===== config.mk =====
export PLATFORM = sky130hd
export DESIGN_NAME = timer16_byte_access_port
export DESIGN_NICKNAME = d
export VERILOG_FILES = /design/src/rtl/timer16_pkg.sv /design/src/rtl/timer16_byte_access_port.sv
export SDC_FILE = /design/constraint.sdc
export NUM_CORES = 1
export LEC_CHECK = 0
export BUFFER_PORTS_ARGS = -buffer_cell sky130_fd_sc_hd__buf_2
export CAP_MARGIN = 20
export CORE_UTILIZATION = 62
export CTS_CLUSTER_SIZE = 10
export DETAILED_ROUTE_END_ITERATION = 7
export PLACE_DENSITY = 0.87
export SYNTH_ARGS = -nofsm -noshare
export SYNTH_HDL_FRONTEND = slang
export SYNTH_SLANG_ARGS = --single-unit

===== constraint.sdc =====
create_clock -name CLOCK -period 5.17 [get_ports CLOCK]
set_input_delay 1.034 -clock CLOCK [delete_from_list [all_inputs] [get_ports CLOCK]]
set_output_delay 1.034 -clock CLOCK [all_outputs]
set_load 0.05 [all_outputs]

===== src/rtl/timer16_pkg.sv =====
// constants shared by the byte access port of the 16-bit timer
package timer16_pkg;

    // ****************************************************************
    // byte locations, one index per 8-bit register location
    // ****************************************************************
    localparam logic [2:0] LOC_COUNT_LOW     = 3'h0;
    localparam logic [2:0] LOC_COUNT_HIGH    = 3'h1;
    localparam logic [2:0] LOC_CMP_A_LOW     = 3'h2;
    localparam logic [2:0] LOC_CMP_A_HIGH    = 3'h3;
    localparam logic [2:0] LOC_CMP_B_LOW     = 3'h4;
    localparam logic [2:0] LOC_CMP_B_HIGH    = 3'h5;
    localparam logic [2:0] LOC_CAPTURE_LOW   = 3'h6;
    localparam logic [2:0] LOC_CAPTURE_HIGH  = 3'h7;

    // ****************************************************************
    // values after reset
    // ****************************************************************
    localparam logic [7:0]  LATCH_RESET      = 8'h00;
    localparam logic [15:0] WORD_RESET       = 16'h0000;

    // ****************************************************************
    // counter landmarks
    // ****************************************************************
    localparam logic [15:0] COUNT_BOTTOM     = 16'h0000;
    localparam logic [15:0] COUNT_MAX        = 16'hffff;
    localparam logic [15:0] TOP_FIXED_8      = 16'h00ff;
    localparam logic [15:0] TOP_FIXED_9      = 16'h01ff;
    localparam logic [15:0] TOP_FIXED_10     = 16'h03ff;

    // ****************************************************************
    // waveform mode encodings
    // ****************************************************************
    localparam logic [3:0] MODE_NORMAL       = 4'h0;
    localparam logic [3:0] MODE_PC_8         = 4'h1;
    localparam logic [3:0] MODE_PC_9         = 4'h2;
    localparam logic [3:0] MODE_PC_10        = 4'h3;
    localparam logic [3:0] MODE_CTC_CMP      = 4'h4;
    localparam logic [3:0] MODE_FAST_8       = 4'h5;
    localparam logic [3:0] MODE_FAST_9       = 4'h6;
    localparam logic [3:0] MODE_FAST_10      = 4'h7;
    localparam logic [3:0] MODE_PFC_CAP      = 4'h8;
    localparam logic [3:0] MODE_PFC_CMP      = 4'h9;
    localparam logic [3:0] MODE_PC_CAP       = 4'ha;
    localparam logic [3:0] MODE_PC_CMP       = 4'hb;
    localparam logic [3:0] MODE_CTC_CAP      = 4'hc;
    localparam logic [3:0] MODE_RESERVED     = 4'hd;
    localparam logic [3:0] MODE_FAST_CAP     = 4'he;
    localparam logic [3:0] MODE_FAST_CMP     = 4'hf;

    // ****************************************************************
    // capture filter
    // ****************************************************************
    localparam int unsigned FILTER_SAMPLES   = 4;

endpackage


===== src/rtl/timer16_byte_access_port.sv =====
// byte-wide access port, counter landmarks and capture path of a 16-bit timer
//
// Behaviour
// each 16-bit register is reached as two separate byte accesses
// one shared high-byte latch serves counter, both compares and capture
// low-byte write loads latch and written byte together in one cycle
// counter and capture low-byte reads copy the register high byte into the latch
// compare high-byte reads return the register directly, latch untouched
// software writes the high byte first, then the low byte
// software reads the low byte first, then the high byte
// software masks interrupts around its two-byte sequence
// latch keeps its value after a low-byte write
// bottom flag whenever the counter equals zero
// max flag whenever the counter holds all ones
// mode picks top from fixed values, compare a, or capture
// compare a as pwm top is double buffered and gives no pwm
// qualifying edge on pin or comparator copies counter into capture; the code skips the copy in modes using capture as top
// counter high-byte location accesses the shared latch
// enabled filter needs four equal samples before its output moves
// capture accepts writes only in modes using it as top
// a write to the counter beats clear and count in that cycle
// shared latch clears to zero at reset
`timescale 1ns/1ps

module timer16_byte_access_port
    import timer16_pkg::*;
(
    // clock and reset
    input  wire logic        CLOCK,
    input  wire logic        RESET_N,
    // processor byte bus
    input  wire logic [2:0]  BUS_ADDR,
    input  wire logic        BUS_WRITE,
    input  wire logic        BUS_READ,
    input  wire logic [7:0]  BUS_WDATA,
    output logic      [7:0]  BUS_RDATA,
    // counting control from the counting logic
    input  wire logic [3:0]  WAVEFORM_MODE_BITS,
    input  wire logic        COUNT_STEP,
    input  wire logic        COUNT_DOWN,
    input  wire logic        COUNT_CLEAR,
    // capture control and sources
    input  wire logic        CAPTURE_FILTER_ENABLE,
    input  wire logic        CAPTURE_FROM_COMPARATOR,
    input  wire logic        CAPTURE_RISING_EDGE,
    input  wire logic        CAPTURE_INPUT_PIN,
    input  wire logic        COMPARATOR_OUTPUT,
    // register contents and counter landmarks
    output logic      [15:0] TIMER_COUNT,
    output logic      [15:0] COMPARE_VALUE_A,
    output logic      [15:0] COMPARE_VALUE_B,
    output logic      [15:0] CAPTURE_VALUE,
    output logic      [15:0] TOP_VALUE,
    output logic             AT_BOTTOM,
    output logic             AT_MAX,
    output logic             AT_TOP,
    output logic             COMPARE_A_PWM_ALLOWED,
    output logic             CAPTURE_EVENT
);

    // ****************************************************************
    // mode decode
    // ****************************************************************
    logic        top_is_cmp;
    logic        top_is_cap;
    logic        pwm_mode;
    logic [15:0] top_value;

    always_comb begin
        top_is_cmp = 1'b0;
        top_is_cap = 1'b0;
        pwm_mode   = 1'b1;
        top_value  = COUNT_MAX;
        case (WAVEFORM_MODE_BITS)
            MODE_NORMAL: begin
                pwm_mode = 1'b0;
            end
            MODE_PC_8, MODE_FAST_8: begin
                top_value = TOP_FIXED_8;
            end
            MODE_PC_9, MODE_FAST_9: begin
                top_value = TOP_FIXED_9;
            end
            MODE_PC_10, MODE_FAST_10: begin
                top_value = TOP_FIXED_10;
            end
            MODE_CTC_CMP: begin
                pwm_mode   = 1'b0;
                top_is_cmp = 1'b1;
            end
            MODE_PFC_CMP, MODE_PC_CMP, MODE_FAST_CMP: begin
                top_is_cmp = 1'b1;
            end
            MODE_PFC_CAP, MODE_PC_CAP, MODE_FAST_CAP: begin
                top_is_cap = 1'b1;
            end
            MODE_CTC_CAP: begin
                pwm_mode   = 1'b0;
                top_is_cap = 1'b1;
            end
            default: begin
                pwm_mode = 1'b0;
            end
        endcase
    end

    // ****************************************************************
    // register state
    // ****************************************************************
    logic [7:0]  latch_r,    latch_nxt;
    logic [7:0]  rdata_r,    rdata_nxt;
    logic [15:0] count_r,    count_nxt;
    logic [15:0] cmp_a_r,    cmp_a_nxt;
    logic [15:0] cmp_b_r,    cmp_b_nxt;
    logic [15:0] cmp_a_buf_r, cmp_a_buf_nxt;
    logic [15:0] cmp_b_buf_r, cmp_b_buf_nxt;
    logic [15:0] capture_r,  capture_nxt;
    logic        capture_hit;
    logic [15:0] top_now;
    logic        at_top;
    logic        wr_low;
    logic        rd_low;

    // compare a as top uses the active value, so a new top lands cleanly
    assign top_now = top_is_cmp ? cmp_a_r : (top_is_cap ? capture_r : top_value);
    assign at_top  = (count_r == top_now);
    assign wr_low  = BUS_WRITE && !BUS_ADDR[0];
    assign rd_low  = BUS_READ && !BUS_ADDR[0];

    always_comb begin
        latch_nxt     = latch_r;
        rdata_nxt     = rdata_r;
        count_nxt     = count_r;
        cmp_a_nxt     = cmp_a_r;
        cmp_b_nxt     = cmp_b_r;
        cmp_a_buf_nxt = cmp_a_buf_r;
        cmp_b_buf_nxt = cmp_b_buf_r;
        capture_nxt   = capture_r;

        // counting first, so a bus write below overrides it
        if (COUNT_CLEAR) begin
            count_nxt = COUNT_BOTTOM;
        end else if (COUNT_STEP) begin
            count_nxt = COUNT_DOWN ? count_r - 16'h0001 : count_r + 16'h0001;
        end

        // pwm modes load compares only at top; elsewhere at once
        if (!pwm_mode || at_top) begin
            cmp_a_nxt = cmp_a_buf_r;
            cmp_b_nxt = cmp_b_buf_r;
        end

        if (capture_hit && !top_is_cap) begin
            capture_nxt = count_r;
        end

        if (BUS_WRITE) begin
            if (!wr_low) begin
                latch_nxt = BUS_WDATA;
            end else begin
                // latch is left as is after a low write
                case (BUS_ADDR)
                    LOC_COUNT_LOW: begin
                        count_nxt = {latch_r, BUS_WDATA};
                    end
                    LOC_CMP_A_LOW: begin
                        cmp_a_buf_nxt = {latch_r, BUS_WDATA};
                        if (!pwm_mode) begin
                            cmp_a_nxt = {latch_r, BUS_WDATA};
                        end
                    end
                    LOC_CMP_B_LOW: begin
                        cmp_b_buf_nxt = {latch_r, BUS_WDATA};
                        if (!pwm_mode) begin
                            cmp_b_nxt = {latch_r, BUS_WDATA};
                        end
                    end
                    LOC_CAPTURE_LOW: begin
                        if (top_is_cap) begin
                            capture_nxt = {latch_r, BUS_WDATA};
                        end
                    end
                    default: begin
                        latch_nxt = latch_r;
                    end
                endcase
            end
        end else if (rd_low) begin
            // low reads start a pair; compares leave the latch alone
            case (BUS_ADDR)
                LOC_COUNT_LOW: begin
                    rdata_nxt = count_r[7:0];
                    latch_nxt = count_r[15:8];
                end
                LOC_CAPTURE_LOW: begin
                    rdata_nxt = capture_r[7:0];
                    latch_nxt = capture_r[15:8];
                end
                LOC_CMP_A_LOW: begin
                    rdata_nxt = cmp_a_buf_r[7:0];
                end
                default: begin
                    rdata_nxt = cmp_b_buf_r[7:0];
                end
            endcase
        end else if (BUS_READ) begin
            case (BUS_ADDR)
                LOC_CMP_A_HIGH: begin
                    rdata_nxt = cmp_a_buf_r[15:8];
                end
                LOC_CMP_B_HIGH: begin
                    rdata_nxt = cmp_b_buf_r[15:8];
                end
                default: begin
                    rdata_nxt = latch_r;
                end
            endcase
        end
    end

    always_ff @(posedge CLOCK or negedge RESET_N) begin
        if (!RESET_N) begin
            latch_r     <= LATCH_RESET;
            rdata_r     <= LATCH_RESET;
            count_r     <= WORD_RESET;
            cmp_a_r     <= WORD_RESET;
            cmp_b_r     <= WORD_RESET;
            cmp_a_buf_r <= WORD_RESET;
            cmp_b_buf_r <= WORD_RESET;
            capture_r   <= WORD_RESET;
        end else begin
            latch_r     <= latch_nxt;
            rdata_r     <= rdata_nxt;
            count_r     <= count_nxt;
            cmp_a_r     <= cmp_a_nxt;
            cmp_b_r     <= cmp_b_nxt;
            cmp_a_buf_r <= cmp_a_buf_nxt;
            cmp_b_buf_r <= cmp_b_buf_nxt;
            capture_r   <= capture_nxt;
        end
    end

    // ****************************************************************
    // capture path: synchronise, filter, detect edge
    // ****************************************************************
    logic [1:0]                pin_sync_r,  pin_sync_nxt;
    logic [1:0]                cmp_sync_r,  cmp_sync_nxt;
    logic [FILTER_SAMPLES-1:0] hist_r,      hist_nxt;
    logic                      filt_r,      filt_nxt;
    logic                      filt_prev_r, filt_prev_nxt;
    logic                      hit_r,       hit_nxt;
    logic                      sample;

    // only the second stage of each synchroniser is read
    assign sample      = CAPTURE_FROM_COMPARATOR ? cmp_sync_r[1] : pin_sync_r[1];
    assign capture_hit = hit_r;

    always_comb begin
        pin_sync_nxt  = {pin_sync_r[0], CAPTURE_INPUT_PIN};
        cmp_sync_nxt  = {cmp_sync_r[0], COMPARATOR_OUTPUT};
        hist_nxt      = {hist_r[FILTER_SAMPLES-2:0], sample};
        filt_nxt      = filt_r;
        filt_prev_nxt = filt_r;
        if (!CAPTURE_FILTER_ENABLE) begin
            filt_nxt = sample;
        end else if (&hist_r) begin
            filt_nxt = 1'b1;
        end else if (~|hist_r) begin
            filt_nxt = 1'b0;
        end
        // switching the source may look like an edge and capture once
        hit_nxt = (filt_r != filt_prev_r) && (filt_r == CAPTURE_RISING_EDGE);
    end

    always_ff @(posedge CLOCK or negedge RESET_N) begin
        if (!RESET_N) begin
            pin_sync_r  <= 2'h0;
            cmp_sync_r  <= 2'h0;
            hist_r      <= '0;
            filt_r      <= 1'b0;
            filt_prev_r <= 1'b0;
            hit_r       <= 1'b0;
        end else begin
            pin_sync_r  <= pin_sync_nxt;
            cmp_sync_r  <= cmp_sync_nxt;
            hist_r      <= hist_nxt;
            filt_r      <= filt_nxt;
            filt_prev_r <= filt_prev_nxt;
            hit_r       <= hit_nxt;
        end
    end

    // ****************************************************************
    // outputs
    // ****************************************************************
    assign BUS_RDATA             = rdata_r;
    assign TIMER_COUNT           = count_r;
    assign COMPARE_VALUE_A       = cmp_a_r;
    assign COMPARE_VALUE_B       = cmp_b_r;
    assign CAPTURE_VALUE         = capture_r;
    assign TOP_VALUE             = top_now;
    assign AT_BOTTOM             = (count_r == COUNT_BOTTOM);
    assign AT_MAX                = (count_r == COUNT_MAX);
    assign AT_TOP                = at_top;
    assign COMPARE_A_PWM_ALLOWED = !(pwm_mode && top_is_cmp);
    assign CAPTURE_EVENT         = hit_r && !top_is_cap;

endmodule


==> reports/metrics.yaml <==
yosys:
  synth_area_mm2: 0.00733
  synth_nets: 791
  synth_area_leaders: "dfrtp_1, mux2_2, mux2i_1"
  yosys.area.top_type: "dfrtp_1"
  synth-seq-area-share_pct: 42.0
  synth_common_cells: "dfrtp_1, nand2_1, nor2_1, o21ai_0, a21oi_1"
  yosysMostFrequentCell: "dfrtp_1"
  synthArstFlopShare_pct: 100
  ys_seq_elements: 123
  synth_edf_count: 0
  yosysTopAreaCellShare_pct: 42.0
  syn_inst: 749
  avgSynthCellArea_um2: 9.79
  synth.distinct_cells: 66
  ys_warn_count: 0
  synthFlopType: "dfrtp_1"
cells_and_area:
  antenna_cells: 0
  drive_above_1_share_pct: 30.3
  area_delta_synth_final_pct: 17.2
  finish.utilization_pct: 75.0
  final_nets: 894
  n_fill_cell: 823
  fin_area_mm2: 0.00860
drt:
  postRouteAntennaNets: 0
  dr.pass1.iters: 5
  drtIter0Drc: 771
  routedWlPerCell_um: 22.1
  drc_errors: 0
  vias: 6739
  vias_per_cell: 6.69
  finalWirelength_um: 22200
global_route:
  antenna_found_initial: 0
  grt_max_degree: 56
  grt-ovfl-total: 0
  grt_pass1_vias: 6476
  grt_use_total_pct: 37.4
  grt_first_pass_wirelength_um: 35400
timing:
  slew_violations: 0
  max_slew_margin_pct: 29.3
  fin_crit_sh_pct: 91.3
  skew_ns: 0.00952
  setup_violations: 0
  max_freq_ghz: 0.212
  hold_viol: 0
  rsz0062_at_grt: "no"
  finalCriticalPeriod_ns: 4.72
  worst-slew-pin-transition_ns: 1.06
  worst_slack_ns: 0.448
  final.setup.tns_ns: 0
setup_path:
  critPathLaunch: "WAVEFORM_MODE_BITS[3]"
  start_kind: "input port"
  end_kind: "primary output"
  worstSetupPathType: "input port to primary output"
  path_max_fanout: 32
  reg2reg_depth: 8
  required_ns: 4.14
  critPathArrivalTime_ns: 3.69
  r2r_start: "TIMER_COUNT[0]"
die:
  ios: 120
  start_util_pct: 64.0
  die_x_um: 111
  dieArea_mm2: 0.0123
  core_area_mm2: 0.0115
  dieHeight_um: 111
  rows: 39
clocking:
  cts.sinks: 123
  cts_tree: "yes"
  cts_resized: 0
  cts-buffers-inserted: 17
  postCtsSetupBuffers: 0
  root_buffer: "clkbuf_16"
  clock_latency_ns: 0.42
  cts_hold_buf: 0
  cts_buffer_depth: 2
  htree_levels: 4
  clk_pin_slew_ns: 0.06
power:
  power.share.switching_pct: 42.7
  combPwrFrac_pct: 36.5
  p_clk_share_pct: 29.1
  seq_power_share_pct: 34.4
  p_switching_mw: 1.87
  power.density_mw_per_mm2: 509
  peakVddDrop_v: 0.000390
  p_leak_nw: 3.88
  p_int_mw: 2.50
hold_path:
  hp-class: "register to register"
  hold_path_depth: 0
  hp-start: "pin_sync_r[0]"
placed_design:
  portBuffers: 119
  dpl.hpwl_um: 15600
  dpl_worst_slack_ns: 0.695
  gp_congestion: 0.956
  placed_cell_area_mm2: 0.00796
run_status:
  outcome: "completed"
run:
  drv_cap: 0
## sequential cells by signal (all words and copies together), names as in the netlist
name and count:
CAPTURE_VALUE 16, COMPARE_VALUE_A 16, COMPARE_VALUE_B 16, TIMER_COUNT 16, cmp_a_buf_r 16, cmp_b_buf_r 16, BUS_RDATA 8, latch_r 8
hist_r 4, cmp_sync_r 2, pin_sync_r 2, capture_hit 1, filt_prev_nxt 1, filt_prev_r 1
## metrics by stage
stage	hold slack, ns	total power [mW]	std cells
floorplan	0.331	2.62	749
global placement	0.341	3.03	975
detailed placement	0.346	3.08	975
CTS	0.360	4.35	1006
global route	0.364	4.52	1007
finish	0.356	4.37	1007
## routing by layer
layer | vias up | global-route usage, % | wire length [um]
li1 | 2971 | - | -
met1 | 3286 | 50.7 | 9040
met2 | 412 | 57.6 | 10200
met5 | - | 0 | 0
met4 | 0 | 18.4 | 863
met3 | 70 | 7.33 | 2120
## worst paths after layout
check	end	slack, ns
setup / recovery	AT_TOP	0.45
hold / removal	pin_sync_r[1]	0.36
setup reg to reg	COMPARE_VALUE_A[0]	1.69
hold reg to reg	pin_sync_r[1]	0.36
max in group asynchronous	cmp_a_buf_r[0]	3.63
min in group asynchronous	CAPTURE_VALUE[9]	0.53
## logic make-up after synthesis
| kind of cell | after synthesis | synth area share, % |
|---|---|---|
| AOI/OAI and AO/OA | 202 | 19.1 |
| and+or+nand+nor | 251 | 17.9 |
| buffers and inverters | 65 | 4.11 |
| muxes | 74 | 12.0 |
| xor gates and xnor gates | 19 | 2.27 |
| DFF | 123 | 42.0 |
| adders and majority gates | 15 | 2.66 |
## area by class of cell
class | count | area, um^2 | share of cell area, %
Multi-Input combinational cell | 561 | 3970 | 46.2
Sequential cell | 123 | 3080 | 35.8
Timing Repair Buffer | 128 | 669 | 7.79
Clock buffer | 18 | 429 | 4.99
Clock inverter | 13 | 193 | 2.24
Tap cell | 143 | 179 | 2.08
Inverter | 21 | 78.8 | 0.917
## critical path: stages
cell and delay (ns):
buf_2 0.28, or4b_1 0.57, a21oi_1 0.22, o21ai_0 0.12, a2111oi_0 0.84, and4b_1 0.33, buf_2 0.27
## layout by cell type, fill, tap and decap left out, types with 5 or more instances in the layout
cell type and n:
a211oi_1 12, a21o_1 6, a21oi_1 44, a31oi_1 9, and3_1 6, buf_2 118
buf_4 9, clkbuf_16 17, dfrtp_1 123, ha_1 14, inv_1 20, mux2_2 33
mux2i_1 33, mux4_2 8, nand2_1 65, nand2b_1 7, nand4_1 6, nor2_1 56
nor2b_1 21, nor3_1 13, nor4_1 6, o21ai_0 51, o221a_1 14, o221a_2 19
o22ai_1 15, or2_2 35, or3_1 7, xnor2_1 14, xor2_1 5
## power by group through the flow
stage	Clock, mW	Combinational (mW)	Sequential, mW
floorplan	0	0.721	1.90
finish	1.27	1.60	1.51
detailed placement	0	1.58	1.50
global route	1.31	1.69	1.53
CTS	1.27	1.59	1.49
global placement	0	1.54	1.49
Power figures use the tool's default switching activity.
